$ cat src/logic/fbl_pkg.sv
package fbl_pkg;

   // Opcodes decoded by this block.
   localparam logic [7:0] OP_RD_LOCK_A     = 8'h3C;
   localparam logic [7:0] OP_RD_LOCK_B     = 8'h3D;
   localparam logic [7:0] OP_GLOBAL_LOCK   = 8'h7E;
   localparam logic [7:0] OP_GLOBAL_UNLOCK = 8'h98;
   localparam logic [7:0] OP_OTP_PROG      = 8'h9B;

   // Serial framing: opcode bits, then opcode plus three address bytes.
   localparam logic [5:0] CMD_CNT = 6'h08;
   localparam logic [5:0] HDR_CNT = 6'h20;
   localparam logic [2:0] BIT_MSB = 3'h7;

   // Array geometry: each lock bit covers one 4KB region.
   localparam int BLOCK_SHIFT = 12;
   localparam int ADDR_W      = 24;

   // Security register map: bits 8:7 pick the register, 6:0 the byte.
   localparam int         OTP_REGS    = 4;
   localparam int         OTP_BYTES   = 128;
   localparam int         OTP_AW      = 9;
   localparam int         OTP_SEL_LSB = 7;
   localparam logic [6:0] OTP_MSB_OFS = 7'h7F;
   localparam logic [1:0] OTP_FACTORY = 2'h0;
   localparam logic [7:0] OTP_ERASED  = 8'hFF;

   // Value driven on the undefined upper bits of the lock status byte.
   localparam logic [6:0] LOCK_PAD = 7'h00;

   // Frame decoder states.
   typedef enum logic [2:0] {
      FBL_CMD,
      FBL_ADDR,
      FBL_TAIL,
      FBL_LOCK_RD,
      FBL_OTP_DATA
   } fbl_frame_t;

endpackage

$ cat src/logic/fbl_mem_if.sv
`timescale 1ns/10ps
// Write and read port of the security register store.
interface fbl_mem_if #(
   parameter int AW = 9,
   parameter int DW = 8
);
   logic          wr_en;
   logic [AW-1:0] wr_addr;
   logic [DW-1:0] wr_data;
   logic [AW-1:0] rd_addr;
   logic [DW-1:0] rd_data;

   modport ctrl (output wr_en, output wr_addr, output wr_data, output rd_addr, input rd_data);
   modport mem  (input wr_en, input wr_addr, input wr_data, input rd_addr, output rd_data);
endinterface

$ cat src/logic/fbl_otp_mem.sv
`timescale 1ns/10ps
// Security register store; every byte starts erased and reads out of a register.
module fbl_otp_mem
   import fbl_pkg::*;
#(
   parameter int DEPTH = OTP_REGS * OTP_BYTES,
   parameter int AW    = OTP_AW,
   parameter int DW    = 8
) (
   input wire logic clock,  // System clock.
   input wire logic resetn, // Asynchronous reset, active low.
   fbl_mem_if.mem   port    // Write and read port.
);

   logic [DW-1:0] mem_q [DEPTH];
   logic [DW-1:0] rd_q;

   // The depth must fit the address width.
   if (DEPTH > (1 << AW) || DW != 8) begin : g_chk
      $error("fbl_otp_mem: unsupported depth or width");
   end

   // Store the written byte and register the read byte.
   always_ff @(posedge clock or negedge resetn) begin
      if (!resetn) begin
         for (int i = 0; i < DEPTH; i++) begin
            mem_q[i] <= OTP_ERASED;
         end
         rd_q <= '0;
      end else begin
         if (port.wr_en) begin
            mem_q[port.wr_addr] <= port.wr_data;
         end
         rd_q <= mem_q[port.rd_addr];
      end
   end

   assign port.rd_data = rd_q;

endmodule

$ cat src/logic/fbl_top.sv
`timescale 1ns/10ps
// Summary of operation
// Opcodes 3Ch and 3Dh both run the same read-lock-status operation.
// All block lock bits are set to one after reset.
// Host issues read-lock-status only with per-block protection selected.
// Host must not judge region protection from the read-lock-status answer.
// Read-lock-status: opcode then 24 address bits MSB first, then data out.
// Status byte is eight clocks MSB first; bit 0 is the lock bit.
// With chip select held low the same status byte repeats.
// The lock bit reported is that of the 4KB region holding the address.
// Host sends full opcode and address before raising chip select.
// Global lock opcode alone sets every block lock bit.
// Global unlock opcode alone clears every block lock bit.
// Host sets the write latch before global lock or unlock.
// On chip select rise after a valid global command, act and clear latch.
// Chip select rising off a byte boundary aborts global commands.
// Four 128-byte security registers sit apart from the array.
// Security bytes 0-127 are factory, 128-511 form user registers 1 to 3.
// Host sets the write latch before the security program opcode.
// Security program opcode and address arrive on the serial input.
// Address bits 8:7 pick the register, 6:0 the byte; the rest ignored.
// Programming a user register's top byte locks it and sets its flag.
// Lock, unlock and security program are ignored with the latch clear.
module fbl_top
   import fbl_pkg::*;
#(
   parameter int NUM_BLOCKS = 128
) (
   input  wire logic                  clock,            // System clock, 10 MHz.
   input  wire logic                  resetn,           // Asynchronous reset, active low.
   input  wire logic                  cs_n,             // Serial chip select, active low.
   input  wire logic                  sclk,             // Serial clock from the host.
   input  wire logic                  si,               // Serial data in.
   output logic                       so,               // Serial data out.
   output logic                       so_oe,            // Serial out drive enable.
   input  wire logic                  write_latch_flag, // Write enable latch state.
   output logic                       wel_clear,        // Pulse that clears the latch.
   output logic [NUM_BLOCKS-1:0]      block_lock,       // Per-block lock bits.
   output logic [OTP_REGS-2:0]        otp_lock_flags    // User security register locks.
);

   localparam int BLK_W = $clog2(NUM_BLOCKS);

   // The block index must fit inside the address field.
   if (NUM_BLOCKS < 2 || BLOCK_SHIFT + BLK_W > ADDR_W) begin : g_chk
      $error("fbl_top: unsupported block count");
   end

   fbl_mem_if #(.AW(OTP_AW), .DW(8)) mem_bus ();

   fbl_otp_mem #(.DEPTH(OTP_REGS * OTP_BYTES), .AW(OTP_AW), .DW(8)) u_mem (
      .clock  (clock),
      .resetn (resetn),
      .port   (mem_bus.mem)
   );

   // Pin synchronisers and their filtered levels.
   logic [2:0] cs_s_q, sclk_s_q, si_s_q;
   logic       cs_st_q, sclk_st_q, si_st_q;
   logic       cs_st_d, sclk_st_d, si_st_d;
   logic       sclk_rise, sclk_fall, cs_rise;

   // Frame decoder state.
   fbl_frame_t              state_q, state_d;
   logic [5:0]              cnt_q, cnt_d;
   logic [2:0]              bit_q, bit_d;
   logic [31:0]             shift_q, shift_d;
   logic [7:0]              opcode_q, opcode_d;
   logic [7:0]              out_q, out_d;
   logic [2:0]              oidx_q, oidx_d;
   logic                    so_q, so_d;
   logic                    so_oe_q, so_oe_d;
   logic [NUM_BLOCKS-1:0]   lock_q, lock_d;
   logic                    wel_clr_q, wel_clr_d;
   logic [OTP_REGS-2:0]     flags_q, flags_d;
   logic                    otp_ok_q, otp_ok_d;
   logic [1:0]              chk_q, chk_d;
   logic [OTP_AW-1:0]       otp_addr_q, otp_addr_d;
   logic                    wr_q, wr_d;
   logic [OTP_AW-1:0]       wr_addr_q, wr_addr_d;
   logic [7:0]              wr_data_q, wr_data_d;
   logic [OTP_AW-1:0]       rd_addr_q, rd_addr_d;

   // True for either read-lock-status opcode.
   function automatic logic is_rd_lock(input logic [7:0] op);
      return (op == OP_RD_LOCK_A) || (op == OP_RD_LOCK_B);
   endfunction

   // True for the two whole-array lock opcodes.
   function automatic logic is_global(input logic [7:0] op);
      return (op == OP_GLOBAL_LOCK) || (op == OP_GLOBAL_UNLOCK);
   endfunction

   // A level change counts once the second and third stages agree.
   always_comb begin
      cs_st_d   = (cs_s_q[1] == cs_s_q[2]) ? cs_s_q[2] : cs_st_q;
      sclk_st_d = (sclk_s_q[1] == sclk_s_q[2]) ? sclk_s_q[2] : sclk_st_q;
      si_st_d   = (si_s_q[1] == si_s_q[2]) ? si_s_q[2] : si_st_q;
      sclk_rise = sclk_st_d & ~sclk_st_q;
      sclk_fall = ~sclk_st_d & sclk_st_q;
      cs_rise   = cs_st_d & ~cs_st_q;
   end

   // Register the synchroniser stages and filtered levels.
   always_ff @(posedge clock or negedge resetn) begin
      if (!resetn) begin
         cs_s_q    <= 3'h7;
         sclk_s_q  <= 3'h0;
         si_s_q    <= 3'h0;
         cs_st_q   <= 1'b1;
         sclk_st_q <= 1'b0;
         si_st_q   <= 1'b0;
      end else begin
         cs_s_q    <= {cs_s_q[1:0], cs_n};
         sclk_s_q  <= {sclk_s_q[1:0], sclk};
         si_s_q    <= {si_s_q[1:0], si};
         cs_st_q   <= cs_st_d;
         sclk_st_q <= sclk_st_d;
         si_st_q   <= si_st_d;
      end
   end

   // Decode the frame, act on chip select rising and drive the status byte.
   always_comb begin
      logic [31:0] word;
      logic [7:0]  data;
      logic [1:0]  sel;
      word       = {shift_q[30:0], si_st_q};
      data       = word[7:0];
      sel        = otp_addr_q[OTP_AW-1:OTP_SEL_LSB];
      state_d    = state_q;
      cnt_d      = cnt_q;
      bit_d      = bit_q;
      shift_d    = shift_q;
      opcode_d   = opcode_q;
      out_d      = out_q;
      oidx_d     = oidx_q;
      so_d       = so_q;
      so_oe_d    = so_oe_q;
      lock_d     = lock_q;
      wel_clr_d  = 1'b0;
      flags_d    = flags_q;
      otp_ok_d   = otp_ok_q;
      chk_d      = {chk_q[0], 1'b0};
      otp_addr_d = otp_addr_q;
      wr_d       = 1'b0;
      wr_addr_d  = wr_addr_q;
      wr_data_d  = wr_data_q;
      rd_addr_d  = rd_addr_q;
      if (cs_st_q) begin
         state_d  = FBL_CMD;
         cnt_d    = '0;
         bit_d    = '0;
         oidx_d   = BIT_MSB;
         so_oe_d  = 1'b0;
         otp_ok_d = 1'b0;
      end else if (cs_rise) begin
         so_oe_d = 1'b0;
         // Global commands act only on a byte boundary with the latch set.
         if (state_q == FBL_TAIL && bit_q == 3'h0 && is_global(opcode_q)
             && write_latch_flag) begin
            lock_d    = (opcode_q == OP_GLOBAL_LOCK) ? '1 : '0;
            wel_clr_d = 1'b1;
         end
         if (state_q == FBL_OTP_DATA && otp_ok_q && bit_q == 3'h0) begin
            wel_clr_d = 1'b1;
         end
      end else begin
         // Security program admission once the top byte has been read back.
         if (chk_q[1]) begin
            otp_ok_d = write_latch_flag && sel != OTP_FACTORY
                       && mem_bus.rd_data == OTP_ERASED
                       && !flags_q[2'(sel - 2'h1)];
         end
         if (sclk_rise) begin
            shift_d = word;
            bit_d   = 3'(bit_q + 3'h1);
            if (cnt_q != HDR_CNT) begin
               cnt_d = 6'(cnt_q + 6'h01);
            end
            unique case (state_q)
               FBL_CMD: begin
                  if (cnt_q == CMD_CNT - 6'h01) begin
                     opcode_d = data;
                     state_d  = (is_rd_lock(data) || data == OP_OTP_PROG) ?
                                FBL_ADDR : FBL_TAIL;
                  end
               end
               FBL_ADDR: begin
                  if (cnt_q == HDR_CNT - 6'h01) begin
                     if (is_rd_lock(opcode_q)) begin
                        out_d   = {LOCK_PAD, lock_q[word[BLOCK_SHIFT +: BLK_W]]};
                        state_d = FBL_LOCK_RD;
                     end else begin
                        otp_addr_d = word[OTP_AW-1:0];
                        rd_addr_d  = {word[OTP_AW-1:OTP_SEL_LSB], OTP_MSB_OFS};
                        chk_d      = 2'b01;
                        state_d    = FBL_OTP_DATA;
                     end
                  end
               end
               FBL_OTP_DATA: begin
                  if (bit_q == BIT_MSB && otp_ok_q) begin
                     wr_d       = 1'b1;
                     wr_addr_d  = otp_addr_q;
                     wr_data_d  = data;
                     otp_addr_d = {sel, 7'(otp_addr_q[OTP_SEL_LSB-1:0] + 7'h01)};
                     if (otp_addr_q[OTP_SEL_LSB-1:0] == OTP_MSB_OFS
                         && data != OTP_ERASED) begin
                        flags_d[2'(sel - 2'h1)] = 1'b1;
                        otp_ok_d                = 1'b0;
                     end
                  end
               end
               FBL_TAIL, FBL_LOCK_RD: begin
               end
            endcase
         end
         // Status bits leave on the falling edge, wrapping to repeat the byte.
         if (sclk_fall && state_q == FBL_LOCK_RD) begin
            so_d    = out_q[oidx_q];
            oidx_d  = 3'(oidx_q - 3'h1);
            so_oe_d = 1'b1;
         end
      end
   end

   // Register the frame decoder state.
   always_ff @(posedge clock or negedge resetn) begin
      if (!resetn) begin
         state_q    <= FBL_CMD;
         cnt_q      <= '0;
         bit_q      <= '0;
         shift_q    <= '0;
         opcode_q   <= '0;
         out_q      <= '0;
         oidx_q     <= BIT_MSB;
         so_q       <= 1'b0;
         so_oe_q    <= 1'b0;
         lock_q     <= '1;
         wel_clr_q  <= 1'b0;
         flags_q    <= '0;
         otp_ok_q   <= 1'b0;
         chk_q      <= '0;
         otp_addr_q <= '0;
         wr_q       <= 1'b0;
         wr_addr_q  <= '0;
         wr_data_q  <= '0;
         rd_addr_q  <= '0;
      end else begin
         state_q    <= state_d;
         cnt_q      <= cnt_d;
         bit_q      <= bit_d;
         shift_q    <= shift_d;
         opcode_q   <= opcode_d;
         out_q      <= out_d;
         oidx_q     <= oidx_d;
         so_q       <= so_d;
         so_oe_q    <= so_oe_d;
         lock_q     <= lock_d;
         wel_clr_q  <= wel_clr_d;
         flags_q    <= flags_d;
         otp_ok_q   <= otp_ok_d;
         chk_q      <= chk_d;
         otp_addr_q <= otp_addr_d;
         wr_q       <= wr_d;
         wr_addr_q  <= wr_addr_d;
         wr_data_q  <= wr_data_d;
         rd_addr_q  <= rd_addr_d;
      end
   end

   // Memory port and outputs come straight from registers.
   assign mem_bus.wr_en   = wr_q;
   assign mem_bus.wr_addr = wr_addr_q;
   assign mem_bus.wr_data = wr_data_q;
   assign mem_bus.rd_addr = rd_addr_q;
   assign so              = so_q;
   assign so_oe           = so_oe_q;
   assign wel_clear       = wel_clr_q;
   assign block_lock      = lock_q;
   assign otp_lock_flags  = flags_q;

endmodule

$ cat config.mk
export PLATFORM = sky130hd
export DESIGN_NAME = fbl_top
export DESIGN_NICKNAME = d
export VERILOG_FILES = /design/src/logic/fbl_pkg.sv /design/src/logic/fbl_mem_if.sv /design/src/logic/fbl_otp_mem.sv /design/src/logic/fbl_top.sv
export SDC_FILE = /design/constraint.sdc
export NUM_CORES = 2
export LEC_CHECK = 0
export ABC_CLOCK_PERIOD_IN_PS = 2500
export BUFFER_PORTS_ARGS = -buffer_cell sky130_fd_sc_hd__buf_2
export CORE_MARGIN = 2
export CORE_UTILIZATION = 30
export CTS_BUF_LIST = sky130_fd_sc_hd__clkbuf_16
export DETAILED_ROUTE_END_ITERATION = 8
export SETUP_SLACK_MARGIN = 0.4
export SYNTH_ARGS = -nofsm -noshare
export SYNTH_HDL_FRONTEND = slang
export SYNTH_SLANG_ARGS = --single-unit
$ cat constraint.sdc
create_clock -name clock -period 2.5 [get_ports clock]
set_clock_uncertainty 0.2 [all_clocks]
set_input_delay 0.125 -clock clock [delete_from_list [all_inputs] [get_ports clock]]
set_output_delay 0.125 -clock clock [all_outputs]
set_load 0.02 [all_outputs]
==> metrics.yaml <==
run_status:
  status: "finished, final reports clean"
placed_design:
  dp_hpwl_microns: 10300
  port_buffers: 139
  placed_cell_area_sq_mm: 0.00826
  dp_cells: 1051
  pre_cts_slack_ps: 354
  gp_congestion: 0.841
min_path:
  hold_path_class: "primary input to asynchronous set/reset pin"
timing:
  holdWs_ps: 82.8
  grt_setup_unrepaired: "true"
  setup_viol: 0
  worst_slew_pin_slew_ps: 669
  drv_slew: 0
  fin_crit_ps: 2020
  fmax_ghz: 0.495
  setup_ws_ps: 481
  timing.slew.headroom_pct: 55.4
  period_share_pct: 80.8
  hold_violations: 0
  tns_ps: 0
floorplanning:
  core_area_sq_mm: 0.0276
  num_io_pins: 140
  start_util_pct: 30.2
  rows: 61
  dieWidth_microns: 171
  dieArea_sq_mm: 0.0292
  die_y_microns: 171
finish:
  fin_util_pct: 32.7
  diodes: 0
  fin_nets: 719
  drive_above_1_share_pct: 56.1
  final_cell_mix: "138 x buf_2, 96 x mux2_2, 84 x dfrtp_1, 71 x dfstp_2, 56 x nand2_1"
  fillers: 2782
  design_area_sq_mm: 0.00903
  final_cell_count_no_fill: 1093
  layout.cells.most_common: "buf_2"
  synthToLayoutAreaGrowth_pct: 8.18
  multi_input_area_sq_mm: 0.00291
  regArea_sq_mm: 0.00400
yosys:
  syn_avg_cell_area_sq_um: 10.8
  synthTopCellsByArea: "dfrtp_1 25%, dfstp_2 23%, mux2_2 13%, buf_4 12%, clkbuf_1 5.1%"
  syn_area_sq_mm: 0.00835
  synth_top_area_share_pct: 25.2
  synthMuxAreaShare_pct: 18.0
  synth_largest_area_cell: "dfrtp_1"
  postSynthCellCount: 772
  yosysUniqueCellTypes: 60
  synthAdderAreaFrac_pct: 1.89
  yosysWarnings: 0
  synth_compound_area_share_pct: 4.05
  synth_nets: 789
  synth-main-ff-cell: "dfrtp_1"
  async_flop_share_pct: 100
  synth_seq_cells: 156
  ys_seq_area_share_pct: 47.8
  synth_xor_area_share_pct: 0.525
  synth_edf_count: 0
  synth-simple-area-share_pct: 9.46
  synth_top_family_by_area: "buffers and inverters"
critical_path:
  critPathKind: "register to register"
  worstSetupStartpointType: "register"
  crit_path_end_kind: "register"
  r2r_slack_ps: 480
  crit_chain: "nand3b_1, or4_4, nor4_4, mux2_2"
  worstPathRequired_ps: 2610
  cpPeakStageDelay_ps: 550
  cp_num_buf_inv: 0
  cpMaxStageDelayCell: "or4_4"
  crit_path_max_fanout: 3
  crit_family: "simple AND/OR/NAND/NOR gates"
  critical_path_arrival_ps: 2130
power_and_ir_drop:
  peakVddDrop_mv: 0.335
  power_mw: 5.39
  swShare_pct: 22.8
  clock_power_share_pct: 47.7
  leakage_nw: 3.98
  p_per_area_mw_per_mm2: 597
  comb_power_share_pct: 3.2
  internal-power_mw: 4.17
  net-switching-power_mw: 1.23
  p_seq_share_pct: 49.2
cts:
  htreeDepth: 4
  clock_tree.buffer_depth: 2
  cts_tree: "built"
  clk_latency_ps: 440
  cts-root-buf: "clkbuf_16"
  clk_pin_slew_ps: 60
  clock_sinks: 156
  cts_made_buffers: 17
flow_run:
  drv_cap: 0
routing:
  first_pass_iters: 4
  vias: 4824
  drt_iter0_drc: 232
  vias_per_cell: 4.41
  ant_nets: 0
  drc: 0
  wl_per_cell_microns: 14.6
  finalWirelength_microns: 15900
global_routing:
  grt_pass1_wl_microns: 24700
  track_usage_pct: 11.1
  grt_start_max_net_pins: 71
  grt_pass1_vias: 4480
  antenna_found_initial: 0
  overflow: 0
state kept, by name, summed over array words and instances, names as in the netlist, 2 cells and up:
register	flops
u_mem.mem_q	64
otp_addr_q	9
chk_q	2
mem_bus.wr_addr	9
oidx_q	3
shift_q	8
state_q	3
si_s_q	3
mem_bus.wr_data	8
otp_lock_flags	3
sclk_s_q	3
cnt_q	6
opcode_q	8
bit_q	3
cs_s_q	3
u_mem.port.rd_data	8
mem_bus.rd_addr	3
worst register-to-register path, cell delays in order, from the launching register on:
cell	delay, ps
dfrtp_1	380
nand3b_1	200
or4_4	550
nor4_4	220
mux2_2	350
cells by family after synthesis:
kind of cell             count (synthesis)
flip-flops                             156
AO/OA/AOI/OAI                           50
multiplexers                           118
buffers and inverters                  272
XOR/XNOR                                 5
AND/OR/NAND/NOR                        158
adder cells (fa/ha/maj)                 13
cell usage after synthesis, drive strengths merged, types with 2 or more instances:
library cell and count:
buf 145, clkbuf 114, mux2 100, dfrtp 84
dfstp 72, nand2 58, nor2 32, nand3 17
o21ai 17, mux4 16, inv 13, ha 11
nor3 7, and3 6, a21o 5, a21oi 5
a2bb2oi 5, nor4 5, nand4 4, or2 4
and2 3, and3b 3, nand3b 3, o31ai 3
or3b 3, xor2 3, a22o 2, maj3 2
mux2i 2, nand2b 2, nor2b 2, nor3b 2
o211ai 2, or3 2, xnor2 2
area by class of cell:
class	instances	area share (%)
clock buffer	18	4.99
inverter	13	0.540
multi-input combinational	344	32.3
clock inverter	14	1.55
timing repair buffer	170	11.2
tap	378	5.24
sequential	156	44.3
routing by layer:
| layer | part of all wire, % | track usage, % |
|---|---|---|
| met1 | 45 | 14.1 |
| met4 | 2.3 | 4.64 |
| met3 | 4.2 | 2.24 |
| met2 | 48 | 18.4 |
| met5 | 0 | 0 |
timing repair:
action	4_1_cts	5_1_grt
resized for setup	5	12
buffers inserted	2	3
cloned	0	0
hold endpoints to repair	72	0
hold buffers	5	0
pin swaps	0	4
setup endpoints to repair	138	103
power by group through the flow:
stage	clock, mW	sequential [mW]	combinational (mW)
global placement	0	2.69	0.167
finish	2.57	2.65	0.171
detailed placement	0	2.69	0.166
CTS	2.64	2.65	0.174
floorplan	0	2.66	0.0838
global route	2.76	2.66	0.197
path summary, 6_finish.rpt:
kind | start | end | cells past startpoint
max | opcode_q[7]$_DFFE_PN0P_ | out_q[0]$_DFFE_PN0P_ | 4
min | resetn | u_mem.port.rd_data[0]$_DFF_PN0_ | 2
max reg2reg | opcode_q[7]$_DFFE_PN0P_ | out_q[0]$_DFFE_PN0P_ | 4
min reg2reg | sclk_s_q[0]$_DFF_PN0_ | sclk_s_q[1]$_DFF_PN0_ | 0
max in group asynchronous | resetn | block_lock[126]$_DFFE_PN1P_ | 3
min in group clock | si | si_s_q[0]$_DFF_PN0_ | 2
(Power assumes the default switching activity.)
